### config.mk
export PLATFORM = sky130hd
export DESIGN_NAME = frp_fault_policy
export DESIGN_NICKNAME = d
export VERILOG_FILES = /design/src/rtl/frp_pkg.sv /design/src/rtl/frp_debounce.sv /design/src/rtl/frp_fault_policy.sv
export SDC_FILE = /design/constraint.sdc
export NUM_CORES = 1
export LEC_CHECK = 0
export BUFFER_PORTS_ARGS = -buffer_cell sky130_fd_sc_hd__buf_2
export CORE_MARGIN = 5
export CORE_UTILIZATION = 29
export DETAILED_ROUTE_END_ITERATION = 8
export PLACE_DENSITY_LB_ADDON = 0.12
export SYNTH_ARGS = -nofsm -noshare
export SYNTH_HDL_FRONTEND = slang
export SYNTH_HIERARCHICAL = 1
export SYNTH_SLANG_ARGS = --single-unit
### constraint.sdc
create_clock -name clk_i -period 4.4 [get_ports clk_i]
set_input_delay 0.88 -clock clk_i [delete_from_list [all_inputs] [get_ports clk_i]]
set_output_delay 0.88 -clock clk_i [all_outputs]
set_load 0.01 [all_outputs]
### src/rtl/frp_pkg.sv
// Purpose: constants and types for the fault response policy block
// Assumes: 25 MHz controller clock
// Notes:   offsets are the register addresses as seen by the command port
package frp_pkg;

  localparam int unsigned CLK_HZ = 25_000_000;

  // register addresses
  localparam logic [15:0] FAST_OV_ACTION_ADDR = 16'hfe01;
  localparam logic [15:0] OPEN_LOOP_ACTION_ADDR = 16'hfe02;
  localparam logic [15:0] IO_SUPPLY_ACTION_ADDR = 16'hfe03;
  localparam logic [15:0] CORE_SUPPLY_ACTION_ADDR = 16'hfe04;

  // reset values
  localparam logic [7:0] FAST_OV_ACTION_RST = 8'h00;
  localparam logic [7:0] OPEN_LOOP_ACTION_RST = 8'h00;
  localparam logic [7:0] SUPPLY_ACTION_RST = 8'h00;

  // field positions
  localparam int unsigned RESP_MSB = 7;
  localparam int unsigned RESP_LSB = 6;
  localparam int unsigned SAVE_FLAG_BIT = 6;
  localparam int unsigned RETRY_MSB = 5;
  localparam int unsigned RETRY_LSB = 3;
  localparam int unsigned RELOAD_BIT = 2;
  localparam int unsigned DEBOUNCE_BIT = 1;
  localparam int unsigned IGNORE_BIT = 0;

  // writable bits; everything else reads zero
  localparam logic [7:0] RESP_WMASK = 8'hc0;
  localparam logic [7:0] SUPPLY_WMASK = 8'h7f;

  // timing
  localparam int unsigned RETRY_STEP_MS = 588;
  localparam int unsigned RETRY_STEP_CYC = RETRY_STEP_MS * (CLK_HZ / 1000);
  localparam int unsigned DEB_SHORT_NS = 2560;
  localparam int unsigned DEB_SHORT_CYC = (DEB_SHORT_NS * (CLK_HZ / 1_000_000) + 999) / 1000;
  localparam int unsigned DEB_LONG_US = 660;
  localparam int unsigned DEB_LONG_CYC = DEB_LONG_US * (CLK_HZ / 1_000_000);

  typedef enum logic [1:0] {
    FRP_RESP_IGNORE   = 2'h0,
    FRP_RESP_RESTART  = 2'h1,
    FRP_RESP_WAIT_PON = 2'h2,
    FRP_RESP_HOLD     = 2'h3
  } frp_resp_t;

endpackage : frp_pkg

### src/rtl/frp_debounce.sv
// Purpose: qualify a supply overvoltage level over a selectable time
// Assumes: fault input synchronous to clk_i
// Notes:   output rises only after the input stays high for the chosen count
`timescale 1ns/1ps
module frp_debounce #(
  parameter int unsigned CNT_W     = 16,
  parameter int unsigned SHORT_CYC = 64,
  parameter int unsigned LONG_CYC  = 16500
) (
  // clock and reset
  input  wire logic clk_i,
  input  wire logic arst_n_i,
  // control
  input  wire logic short_sel_i,
  input  wire logic fault_i,
  // result
  output logic      fault_o
);

  // refuse counts the counter cannot reach
  if (LONG_CYC >= (1 << CNT_W) || SHORT_CYC >= (1 << CNT_W) || SHORT_CYC == 0) begin : g_bad_cnt
    $error("frp_debounce: counts do not fit CNT_W");
  end

  typedef struct packed {
    logic [CNT_W-1:0] cnt;
    logic             flt;
  } frp_deb_state_t;

  frp_deb_state_t st_q;
  frp_deb_state_t st_d;
  logic [CNT_W-1:0] limit;

  always_comb begin
    st_d  = st_q;
    limit = short_sel_i ? CNT_W'(SHORT_CYC) : CNT_W'(LONG_CYC);
    if (!fault_i) begin
      st_d.cnt = '0;
      st_d.flt = 1'b0;
    end else if (st_q.cnt + CNT_W'(1) >= limit) begin
      st_d.flt = 1'b1;
    end else begin
      st_d.cnt = st_q.cnt + CNT_W'(1);
    end
  end

  always_ff @(posedge clk_i or negedge arst_n_i) begin
    if (!arst_n_i) begin
      st_q <= '0;
    end else begin
      st_q <= st_d;
    end
  end

  assign fault_o = st_q.flt;

endmodule : frp_debounce

### src/rtl/frp_fault_policy.sv
// Purpose: hold the fault action registers and apply them to the converter
// Assumes: register port and fault inputs synchronous to clk_i
// Notes:   detection, soft start and EEPROM engines sit outside this block
`timescale 1ns/1ps
module frp_fault_policy #(
  parameter int unsigned RETRY_STEP_CYC = frp_pkg::RETRY_STEP_CYC,
  parameter int unsigned DEB_SHORT_CYC  = frp_pkg::DEB_SHORT_CYC,
  parameter int unsigned DEB_LONG_CYC   = frp_pkg::DEB_LONG_CYC
) (
  // clock and reset
  input  wire logic        clk_i,
  input  wire logic        arst_n_i,
  // register port
  input  wire logic        reg_wr_i,
  input  wire logic        reg_rd_i,
  input  wire logic [15:0] reg_addr_i,
  input  wire logic [7:0]  reg_wdata_i,
  output logic [7:0]       reg_rdata_o,
  output logic             reg_hit_o,
  // fault levels
  input  wire logic        output_overvoltage_fault_i,
  input  wire logic        open_loop_fault_i,
  input  wire logic        io_supply_overvoltage_i,
  input  wire logic        core_supply_overvoltage_i,
  // unlatched fault flags from status logic
  input  wire logic        ov_flag_i,
  input  wire logic        olp_flag_i,
  // power-on request and soft start
  input  wire logic        power_on_request_i,
  input  wire logic        soft_start_done_i,
  // converter control
  output logic             pwm_enable_o,
  output logic             soft_start_o,
  output logic             shutdown_o,
  // EEPROM requests
  output logic             save_first_flag_o,
  output logic             eeprom_reload_o,
  output logic [1:0]       first_flag_id_o
);

  // refuse counts the timers cannot serve
  if (RETRY_STEP_CYC == 0 || DEB_SHORT_CYC == 0 || DEB_LONG_CYC == 0 || DEB_LONG_CYC >= 32'h10000) begin : g_bad_timing
    $error("frp_fault_policy: timing counts out of range");
  end

  localparam int unsigned RW = 35;

  typedef enum logic [2:0] {
    FRP_RUN,
    FRP_START,
    FRP_WAIT_PON,
    FRP_RETRY,
    FRP_HOLD
  } frp_state_t;

  typedef struct packed {
    logic [7:0]    fast_ov;
    logic [7:0]    open_loop_fault;
    logic [7:0]    io_sup;
    logic [7:0]    core_sup;
    frp_state_t    fsm;
    logic [RW-1:0] retry_cnt;
    logic          hold_ov;
    logic          hold_olp;
    logic          pon_seen_low;
    logic [7:0]    rdata;
    logic          save;
    logic          reload;
    logic [1:0]    flag_id;
  } frp_state_s_t;

  frp_state_s_t st_q;
  frp_state_s_t st_d;

  logic io_ov;
  logic core_ov;

  frp_debounce #(
    .CNT_W     (16),
    .SHORT_CYC (DEB_SHORT_CYC),
    .LONG_CYC  (DEB_LONG_CYC)
  ) u_deb_io (
    .clk_i       (clk_i),
    .arst_n_i    (arst_n_i),
    .short_sel_i (st_q.io_sup[frp_pkg::DEBOUNCE_BIT]),
    .fault_i     (io_supply_overvoltage_i),
    .fault_o     (io_ov)
  );

  frp_debounce #(
    .CNT_W     (16),
    .SHORT_CYC (DEB_SHORT_CYC),
    .LONG_CYC  (DEB_LONG_CYC)
  ) u_deb_core (
    .clk_i       (clk_i),
    .arst_n_i    (arst_n_i),
    .short_sel_i (st_q.core_sup[frp_pkg::DEBOUNCE_BIT]),
    .fault_i     (core_supply_overvoltage_i),
    .fault_o     (core_ov)
  );

  function automatic frp_pkg::frp_resp_t resp_of(input logic [7:0] r);
    resp_of = frp_pkg::frp_resp_t'(r[frp_pkg::RESP_MSB:frp_pkg::RESP_LSB]);
  endfunction : resp_of

  function automatic logic [RW-1:0] wait_of(input logic [7:0] r);
    wait_of = RW'(r[frp_pkg::RETRY_MSB:frp_pkg::RETRY_LSB]) * RW'(RETRY_STEP_CYC);
  endfunction : wait_of

  frp_pkg::frp_resp_t ov_resp;
  frp_pkg::frp_resp_t olp_resp;
  logic               ov_act;
  logic               olp_act;
  logic               io_act;
  logic               core_act;

  always_comb begin
    st_d        = st_q;
    st_d.save   = 1'b0;
    st_d.reload = 1'b0;
    ov_resp     = resp_of(st_q.fast_ov);
    olp_resp    = resp_of(st_q.open_loop_fault);
    ov_act      = output_overvoltage_fault_i && ov_resp != frp_pkg::FRP_RESP_IGNORE;
    olp_act     = open_loop_fault_i && olp_resp != frp_pkg::FRP_RESP_IGNORE;
    io_act      = io_ov && !st_q.io_sup[frp_pkg::IGNORE_BIT];
    core_act    = core_ov && !st_q.core_sup[frp_pkg::IGNORE_BIT];

    if (reg_wr_i) begin
      case (reg_addr_i)
        frp_pkg::FAST_OV_ACTION_ADDR: st_d.fast_ov = reg_wdata_i & frp_pkg::RESP_WMASK;
        frp_pkg::OPEN_LOOP_ACTION_ADDR: st_d.open_loop_fault = reg_wdata_i & frp_pkg::RESP_WMASK;
        frp_pkg::IO_SUPPLY_ACTION_ADDR: st_d.io_sup = reg_wdata_i & frp_pkg::SUPPLY_WMASK;
        frp_pkg::CORE_SUPPLY_ACTION_ADDR: st_d.core_sup = reg_wdata_i & frp_pkg::SUPPLY_WMASK;
        default: ;
      endcase
    end
    if (reg_rd_i) begin
      case (reg_addr_i)
        frp_pkg::FAST_OV_ACTION_ADDR: st_d.rdata = st_q.fast_ov;
        frp_pkg::OPEN_LOOP_ACTION_ADDR: st_d.rdata = st_q.open_loop_fault;
        frp_pkg::IO_SUPPLY_ACTION_ADDR: st_d.rdata = st_q.io_sup;
        frp_pkg::CORE_SUPPLY_ACTION_ADDR: st_d.rdata = st_q.core_sup;
        default: st_d.rdata = 8'h00;
      endcase
    end

    // hold latches set, release on flag clear
    if (ov_act && ov_resp == frp_pkg::FRP_RESP_HOLD) begin
      st_d.hold_ov = 1'b1;
    end else if (!ov_flag_i) begin
      st_d.hold_ov = 1'b0;
    end
    if (olp_act && olp_resp == frp_pkg::FRP_RESP_HOLD) begin
      st_d.hold_olp = 1'b1;
    end else if (!olp_flag_i) begin
      st_d.hold_olp = 1'b0;
    end

    case (st_q.fsm)
      FRP_RUN, FRP_START: begin
        if (io_act || core_act) begin
          // supply faults: retry after programmed wait
          if (io_act) begin
            st_d.save      = st_q.io_sup[frp_pkg::SAVE_FLAG_BIT];
            st_d.reload    = st_q.io_sup[frp_pkg::RELOAD_BIT];
            st_d.flag_id   = 2'h2;
            st_d.retry_cnt = wait_of(st_q.io_sup);
          end else begin
            st_d.save      = st_q.core_sup[frp_pkg::SAVE_FLAG_BIT];
            st_d.reload    = st_q.core_sup[frp_pkg::RELOAD_BIT];
            st_d.flag_id   = 2'h3;
            st_d.retry_cnt = wait_of(st_q.core_sup);
          end
          st_d.fsm = FRP_RETRY;
        end else if ((ov_act && ov_resp == frp_pkg::FRP_RESP_WAIT_PON)
                     || (olp_act && olp_resp == frp_pkg::FRP_RESP_WAIT_PON)) begin
          st_d.flag_id      = (ov_act && ov_resp == frp_pkg::FRP_RESP_WAIT_PON) ? 2'h0 : 2'h1;
          st_d.pon_seen_low = 1'b0;
          st_d.fsm          = FRP_WAIT_PON;
        end else if ((ov_act && ov_resp == frp_pkg::FRP_RESP_RESTART)
                     || (olp_act && olp_resp == frp_pkg::FRP_RESP_RESTART)) begin
          st_d.flag_id = (ov_act && ov_resp == frp_pkg::FRP_RESP_RESTART) ? 2'h0 : 2'h1;
          st_d.fsm     = FRP_START;
        end else if (st_q.fsm == FRP_START && soft_start_done_i) begin
          st_d.fsm = FRP_RUN;
        end
      end
      FRP_WAIT_PON: begin
        // restart only on a fresh assertion
        if (!power_on_request_i) begin
          st_d.pon_seen_low = 1'b1;
        end else if (st_q.pon_seen_low) begin
          st_d.fsm = FRP_START;
        end
      end
      FRP_RETRY: begin
        if (st_q.retry_cnt == '0) begin
          st_d.fsm = FRP_START;
        end else begin
          st_d.retry_cnt = st_q.retry_cnt - RW'(1);
        end
      end
      default: st_d.fsm = FRP_RUN;
    endcase
  end

  always_ff @(posedge clk_i or negedge arst_n_i) begin
    if (!arst_n_i) begin
      st_q          <= '0;
      st_q.fast_ov  <= frp_pkg::FAST_OV_ACTION_RST;
      st_q.open_loop_fault      <= frp_pkg::OPEN_LOOP_ACTION_RST;
      st_q.io_sup   <= frp_pkg::SUPPLY_ACTION_RST;
      st_q.core_sup <= frp_pkg::SUPPLY_ACTION_RST;
      st_q.fsm      <= FRP_START;
    end else begin
      st_q <= st_d;
    end
  end

  assign reg_hit_o = reg_addr_i >= frp_pkg::FAST_OV_ACTION_ADDR
                     && reg_addr_i <= frp_pkg::CORE_SUPPLY_ACTION_ADDR;
  assign reg_rdata_o       = st_q.rdata;
  assign shutdown_o        = st_q.fsm == FRP_WAIT_PON || st_q.fsm == FRP_RETRY;
  assign soft_start_o      = st_q.fsm == FRP_START;
  assign pwm_enable_o      = !shutdown_o && !st_q.hold_ov && !st_q.hold_olp;
  assign save_first_flag_o = st_q.save;
  assign eeprom_reload_o   = st_q.reload;
  assign first_flag_id_o   = st_q.flag_id;

endmodule : frp_fault_policy

## After elaboration in Yosys (flattened, before gate mapping)

Cells that the tools add are included.

| operators by class | value |
|---|---|
| add/subtract/negate cells | 3 |
| multipliers | 2 |
| magnitude comparators | 4 |
| eq/ne operators | 28 |
| multiplexer cells | 37 |
| reduce and logical (&&, ||, !) cells | 39 |

Operators with widths:

| operator | number |
|---|---|
| $mux W35 | 2 |
| $pmux W35 S2 | 1 |
| $eq A16 B16 Y1 const B | 4 |
| $mul A3 B19 Y22 const B | 2 |
| $logic_not A35 Y1 | 1 |
| $sub A35 B1 Y35 const B | 1 |
| $mux W17 | 2 |
| $add A16 B1 Y16 const B | 2 |
| $ge A16 B16 Y1 | 2 |
| $mux W16 | 2 |
| $pmux W8 S4 | 1 |
| $mux W15 | 2 |
| $mux W27 | 1 |
| $mux W3 | 7 |
| $ne A2 B2 Y1 const B | 10 |
| $ge A16 B16 Y1 const B | 1 |
| $le A16 B16 Y1 const B | 1 |
| $logic_and A1 B1 Y1 | 14 |
| $mux W1 | 11 |
| $reduce_and A2 Y1 | 5 |
| $pmux W3 S3 | 1 |
| $eq A2 B2 Y1 const B | 4 |
| $mux W2 | 4 |
| $mux W4 | 2 |
| other kinds (14) | 30 |

| word-level totals | value |
|---|---|
| flip-flop bits (word level) | 105 |
| bits of input ports | 36 |
| output and inout port bits | 16 |
| logic and storage cells | 130 |

## Depth between registers and ports, before layout

Gate-level depths: netlist of run 1.

| depth | value |
|---|---|
| depth in word-level cells | 8 |
| gate-level depth with buffers | 14 |
| mapped depth without buffers | 12 |

## By module

The synthesis of run 1 kept the hierarchy.

Modules (own cells, without submodules):

| module | times used | cells an instance | area an instance (µm²) | seq. area each (µm²) |
|---|---|---|---|---|
| frp_fault_policy | 1 | 541 | 4898.4 | 1752.9 |
| frp_debounce | 2 | 151 | 1333.8 | 425.4 |

## Worst setup path before layout of run 1

OpenSTA, ideal clock, no wires.

| timing | value |
|---|---|
| kind | in2out |
| start point | input reg_addr_i[3] |
| end point | output reg_hit_o |
| arrival time | 2251 ps |
| required time | 3520 ps |
| path slack | 1269 ps |
| cell stages on the path | 5 |
| buffers on the path | 1 |
| path through | or4_1 -> nor4_1 -> and3_1 -> clkbuf_1 -> nand2b_1 |

| on the way | value |
|---|---|
| cells in the longest elaborated chain, start to end | 2 |
| elaborated cells on any way between the ends | 3 |
| those cells by class | order compare (2); reduce/logical (1) |

RTL lines:

| item | line | text |
|---|---|---|
| start: declaration | frp_fault_policy.sv:16 | `input wire logic [15:0] reg_addr_i,` |
| $ge A16 B16 Y1 / $le A16 B16 Y1 (equally long branches) | frp_fault_policy.sv:220, frp_fault_policy.sv:221 |  |
| $logic_and A1 B1 Y1 * | frp_fault_policy.sv:221 | `&& reg_addr_i <= frp_pkg::CORE_SUPPLY_ACTION_ADDR;` |
| end: declaration | frp_fault_policy.sv:19 | `output logic reg_hit_o,` |

Mark *: on every way between the ends. The rest lies on a longest branch, timed or not.

## Worst setup path after layout of run 1

| timing | value |
|---|---|
| start point | register u_deb_io/st_q[2] in the netlist's numbering |
| end point | register u_deb_io/st_q[14] in the netlist's numbering |

| on the way | value |
|---|---|
| cells in the longest elaborated chain, start to end | 3 |
| elaborated cells on any way between the ends | 5 |
| those cells by class | add/sub (1); order compare (1); eq/ne (1); mux (2) |

RTL lines:

| item | line | text |
|---|---|---|
| start: declaration | frp_debounce.sv:30 | `frp_deb_state_t st_q;` |
| start signal: assignment | frp_debounce.sv:51 | `st_q <= st_d;` |
| $add A16 B1 Y16 * | frp_debounce.sv:40, frp_debounce.sv:43 |  |
| $ge A16 B16 Y1 / $mux W16 (equally long branches) | frp_debounce.sv:40 | `end else if (st_q.cnt + CNT_W'(1) >= limit) begin` |
| $ne A2 B2 Y1 (no source line) / $mux W17 (equally long branches) | - |  |

Mark *: on every way between the ends. The rest lies on a longest branch, timed or not. The select of a mux whose other input is x is not followed.
A chain may end at the register's enable or synchronous reset.

==> impl_results.md, run 1 <==
- Outcome: completed
- Io pins: 52
- ANT cells: 0
- WHS Path Cells: 1
- Inserted Clock Buffers: 9
- Final wirelength: 20750 um
- Grt total ovfl: 0
- Final Skew: 0.01068 ns
- Critical path peak fanout: 25
- Ranking of synthesized cells by area: dfrtp_1 34%, ha_1 5.3%, a21oi_1 3.7%
- VDD IR max: 169.3 uV
- Post-synthesis sequential element count: 104
- Fin. max-slew vios: 0
- Synth async-reset ratio: 100.0%
- Post-Syn Instances: 843
- Cell area after synthesis: 7566 sq um
- Row count: 59
- Die H: 171.5 um
- Mean Syn Cell Area: 8.975 sq um
- Sw Share: 31.92%
- Clk sink count: 104
- First-pass DRT Iterations: 4
- DR vias: 6399
- DIE AREA: 29420 sq um
- Min Hold Slack: 0.5023 ns
- Final setup TNS: 0 ns
- Fmax: 0.2762 GHz
- Area leader, netlist: dfrtp_1
- Nets: 929
- Initial antenna violation count: 1
- Vias per cell: 5.368
- Int Pwr: 1.643 mW
- Clk buf depth: 2
- First-pass GRT wire length: 34710 um
- Setup crit start kind: register
- PortBufs: 51
- Slew @ Worst Pin: 0.9978 ns
- Arr. time, crit path: 3.90 ns
- Most instantiated cells after synthesis: 103 x dfrtp_1, 62 x nor2_1, 59 x nand2_1
- Relative slew slack: 33.48%
- Post-CTS sizing: 0
- CP endpoint kind: register
- Synth cell types: 75
- Drt first-iter violations: 286
- Switch Pwr: 770.3 uW
- Hold crit path type: reg2reg
- Post-synth EDFFs: 0
- DRC: 0
- Filler instances: 2706
- Final hold violation count: 0
- Seq/Total Area, Yosys: 34.41%
- CTS Hold Buffers Added: 0
- Pwr Density: 292.6 nW/um^2
- Initial Utilization: 29.20%
- Clock transition at the registers of the reported paths: 0.08 ns
- Area fraction of the dominant cell type after synthesis: 34.07%
- Post-CTS Setup Inserts: 0
- DP Cell Count: 1177
- RSZ-0062 raised after global routing: no
- Syn Nets: 919
- CTS tree: built
- Setup Crit Path Kind: reg2reg
- Maximum number of pins on one net before global-route repair: 60
- Average wire per standard cell: 17.40 um
- CP required: 4.68 ns
- H-tree depth: 3
- Clk Latency, worst-skew pair: 0.35 ns
- Layout area overhead: 9.029%
- Most numerous cell in the Yosys netlist: dfrtp_1
- Final antenna-violating net count: 0
- Finished Layout Cells: 1192
- Layout cells sized above 1: 14.12%
- Vias in the first global route: 6579
- GRT Util Overall: 14.54%
- Synth warn: 6
- Combinational power share: 17.1%
- Setup violators final: 0
- Tcrit/Tclk final: 82.29%
- P_leak: 3.420 nW
- Seq pwr share: 50.3%
- Cell count of the worst reg-to-reg path: 12
- GP Congestion: 0.8029
- Clk pwr share: 32.6%
- Fin crit period: 3.621 ns
- Maximum Capacitance Violations: 0
- Horiz. Die Dim: 171.5 um
- Clock root cell: clkbuf_16
- Core box area: 25910 sq um
- Primary FF master, synth: dfrtp_1
- Hpwl dp: 15210 um
## final timing paths
kind | from | to | slack (ns)
max | u_deb_io/st_q[2] | u_deb_io/st_q[14] | 0.78
min | st_q[14] | st_q[14] | 0.50
max reg2reg | u_deb_io/st_q[2] | u_deb_io/st_q[14] | 0.78
min reg2reg | st_q[14] | st_q[14] | 0.50
max in group asynchronous | arst_n_i | u_deb_io/st_q[5] | 2.92
min in group asynchronous | arst_n_i | st_q[61] | 0.62
## worst max-delay path, stage by stage (launching register included)
cell and delay, ns:
dfrtp_1 0.45, ha_1 0.29, and3_1 0.23, and3_1 0.23, nand3_1 0.14, xnor2_1 0.16, ha_1 0.35, o21ai_0 0.13
a41oi_2 0.06, a311oi_2 0.32, nand3_2 0.42, or4_1 0.61, a21oi_1 0.16
## flip-flops by register name, summed over array words and instances (netlist names), 2 cells and up
| signal | cells |
|---|---|
| ov_resp | 2 |
| first_flag_id_o | 2 |
| u_deb_core/st_q | 16 |
| u_deb_io/st_q | 16 |
| reg_rdata_o | 8 |
| st_q | 54 |
| olp_resp | 2 |
## logic make-up (layout without fill, tap and decap cells)
| family | count (synthesis) | in the layout | share of synthesized area, % |
|---|---|---|---|
| AOI/OAI and AO/OA | 235 | 235 | 21.60 |
| buffers and inverters | 92 | 106 | 6.185 |
| DFF | 104 | 104 | 34.41 |
| and+or+nand+nor | 308 | 308 | 22.26 |
| xor gates and xnor gates | 41 | 41 | 4.746 |
| muxes | 23 | 23 | 3.390 |
| adders and majority gates | 40 | 40 | 7.409 |
## cell type report
class	instances	area [sq um]	area share (%)
multi-input combinational	647	4497	54.51
clock inverter	6	51.30	0.6219
tap	335	419.2	5.081
inverter	28	105.1	1.274
timing repair buffer	63	347.8	4.217
clock buffer	9	225.2	2.730
sequential	104	2604	31.56
## layer usage
layer / share of wire (%) / global-route usage, %
met1: 46 / 19.09
met5: 0.053 / 0
met2: 49 / 25.08
met3: 3.0 / 2.413
met4: 1.5 / 3.410
## per-stage QoR
stage / total power [mW] / worst slack, ns / utilization [%] / instance area [sq um]
final: 2.413 / 0.7792 / 31.84 / 8249
after detailed placement: 1.648 / 0.7544 / 30.77 / 7973
after floorplan: 1.502 / 1.269 / - / 7566
after CTS: 2.459 / 0.7373 / 31.84 / 8249
after global placement: 1.652 / 0.8273 / 30.77 / 7973
after global routing: 2.560 / 0.3614 / 31.84 / 8249
## layout by cell type, fill, tap and decap left out, drive strengths merged, types with 8 or more instances in the layout
cell type	n
nor2	63
and4	12
dfrtp	103
buf	63
o211ai	11
nor3	19
mux2	21
nand4	15
and3	17
nor4	17
xnor2	21
a22oi	8
inv	31
nand3	24
fa	8
nor2b	11
a21oi	56
o21ai	44
clkbuf	9
nand2	59
or4	25
o31ai	28
xor2	20
or3	11
a31oi	11
ha	32
nand2b	15
## power groups by stage
stage | Clock (mW) | Sequential, mW | Combinational [mW]
2_1_floorplan | 0 | 1.18 | 0.321
6_report | 0.787 | 1.21 | 0.413
5_1_grt | 0.854 | 1.24 | 0.471
3_5_place_dp | 0 | 1.23 | 0.419
3_3_place_gp | 0 | 1.23 | 0.418
4_1_cts | 0.825 | 1.21 | 0.422
(Power assumes the default switching activity.)
==> run 2: changes to the inputs <==
Clock period 4.4 ns to 3.4 ns, I/O delays scaled along.
==> impl_results.md, run 2 (same netlist as run 1, synthesis figures left out) <==
- Outcome: completed
- ANT cells: 0 (unchanged)
- Nets: 969 (+4.3%)
- Setup crit start kind: register
- Fin crit period: 3.147 ns (-0.4737 ns)
- Drt first-iter violations: 329 (+15%)
- Final antenna-violating net count: 0 (unchanged)
- Core box area: 25910 sq um (unchanged)
- GP Congestion: 0.7742 (-3.6%)
- Tcrit/Tclk final: 92.56% (+10 points)
- PortBufs: 51 (unchanged)
- Relative slew slack: 52.19% (+19 points)
- Hpwl dp: 16100 um (+5.9%)
- Setup Crit Path Kind: reg2reg
- VDD IR max: 228.8 uV (+35%)
- Critical path peak fanout: 15 (-40%)
- Final Skew: 0.01227 ns (+0.001587 ns)
- Grt total ovfl: 0 (unchanged)
- Final hold violation count: 0 (unchanged)
- Post-CTS Setup Inserts: 0 (unchanged)
- Maximum number of pins on one net before global-route repair: 47 (-22%)
- Hold crit path type: in2async
- Row count: 59 (unchanged)
- Die H: 171.5 um (unchanged)
- Final setup TNS: 0 ns (unchanged)
- Initial Utilization: 29.20% (unchanged)
- DIE AREA: 29420 sq um (unchanged)
- Maximum Capacitance Violations: 0 (unchanged)
- DRC: 0 (unchanged)
- Average wire per standard cell: 17.64 um (+1.4%)
- Fmax: 0.3177 GHz (+15%)
- CP endpoint kind: register
- Arr. time, crit path: 3.44 ns (-0.46 ns)
- Final wirelength: 21750 um (+4.8%)
- CP required: 3.69 ns (-0.99 ns)
- Slew @ Worst Pin: 0.7172 ns (-0.2806 ns)
- Clock transition at the registers of the reported paths: 0.09 ns (about the same)
- First-pass GRT wire length: 35320 um (+1.8%)
- Initial antenna violation count: 1 (unchanged)
- Tot Pwr: 3.206 mW (+33%)
- Io pins: 52 (unchanged)
- H-tree depth: 3 (unchanged)
- CTS tree: built
- Setup violators final: 0 (unchanged)
- Clk sink count: 104 (unchanged)
- P_leak: 3.642 nW (+6.5%)
- First-pass DRT Iterations: 5 (+1)
- Vias per cell: 5.298 (-1.3%)
- Horiz. Die Dim: 171.5 um (unchanged)
- Fin. max-slew vios: 0 (unchanged)
- Placement Setup Slack: 0.1356 ns (-0.6188 ns)
- Clk buf depth: 2 (unchanged)
- Layout area overhead: 13.40%
- Most frequent cells in the layout: 102 x dfrtp_1, 61 x nor2_1, 59 x nand2_1
- GRT Util Overall: 14.91% (+0.38 points)
- Largest reg by FF count: st_q
- Commonest non-fill, non-tap cell in the layout: dfrtp_1
- Vias in the first global route: 6539 (-0.61%)
- Largest register FFs: 54 (unchanged)
- Clk Latency, worst-skew pair: 0.36 ns (about the same)
- Clock root cell: clkbuf_16
- Layout cells sized above 1: 18.60% (+4.5 points)
- Largest registers: st_q: 54 flops, u_deb_core/st_q: 16 flops, u_deb_io/st_q: 16 flops
- Pwr Density: 373.7 nW/um^2 (+28%)
- DR vias: 6532 (+2.1%)
- Inserted Clock Buffers: 9 (unchanged)
- Final worst setup slack: 0.2528 ns (-0.5263 ns)
[run 2: worst max-delay path: stages (launching register included)]
cell and delay [ns]:
dfrtp_1 0.35, ha_1 0.18, and3_1 0.22, and3_1 0.22
nand3_1 0.13, xnor2_1 0.17, ha_1 0.35, o21ai_0 0.12
a41oi_2 0.06, a311oi_2 0.33, nand3_2 0.12, buf_4 0.20
or4_1 0.47, a21oi_1 0.16
[run 2: where the power goes]
| part | switching (mW) | total (mW) | internal, mW |
|---|---|---|---|
| clock network | 0.538 | 1.07 | 0.530 |
| logic | 0.317 | 0.568 | 0.251 |
| registers | 0.177 | 1.57 | 1.39 |
| total | 1.03 | 3.21 | 2.17 |
[run 2: stage by stage]
stage | area [sq um] | utilization, % | std cells | hold slack, ns
3_3_place_gp | 8273 | 31.93 | 1217 | 0.4793
4_1_cts | 8562 | 33.04 | 1233 | 0.3586
3_5_place_dp | 8273 | 31.93 | 1217 | 0.4856
2_1_floorplan | 7566 | - | 843 | 0.3844
6_report | 8579 | 33.11 | 1233 | 0.3477
5_1_grt | 8579 | 33.11 | 1233 | 0.3884
[run 2: path summary, 6_finish.rpt]
| path | slack (ns) | endpoint | startpoint | cells past startpoint |
|---|---|---|---|---|
| setup / recovery | 0.25 | u_deb_core/st_q[14] | u_deb_core/st_q[1] | 13 |
| hold / removal | 0.35 | st_q[62] | arst_n_i | 1 |
| setup reg to reg | 0.25 | u_deb_core/st_q[14] | u_deb_core/st_q[1] | 13 |
| hold reg to reg | 0.50 | st_q[13] | st_q[13] | 1 |
| max in group asynchronous | 2.23 | st_q[45] | arst_n_i | 2 |
| min in group clk_i | 0.50 | st_q[13] | st_q[13] | 1 |
[run 2: area by class of cell]
cell class	instances	area [sq um]
clock buffer	10	239.0
tap	335	419.2
clock inverter	6	50.05
inverter	28	105.1
sequential	104	2605
multi-input combinational	647	4513
timing repair buffer	103	648.1
fill	2706	17330
[run 2: routing by layer]
metal  routed length (um)  global-route usage (%)
met4                  222                   3.307
met3                  566                   2.321
met1                10340                   19.86
met2                10620                   25.61
met5                    7                       0
[run 2: timing repair]
item / in CTS / in global routing
setup endpoints to repair: 0 / 18
hold buffers: 0 / 0
resized for setup: 0 / 7
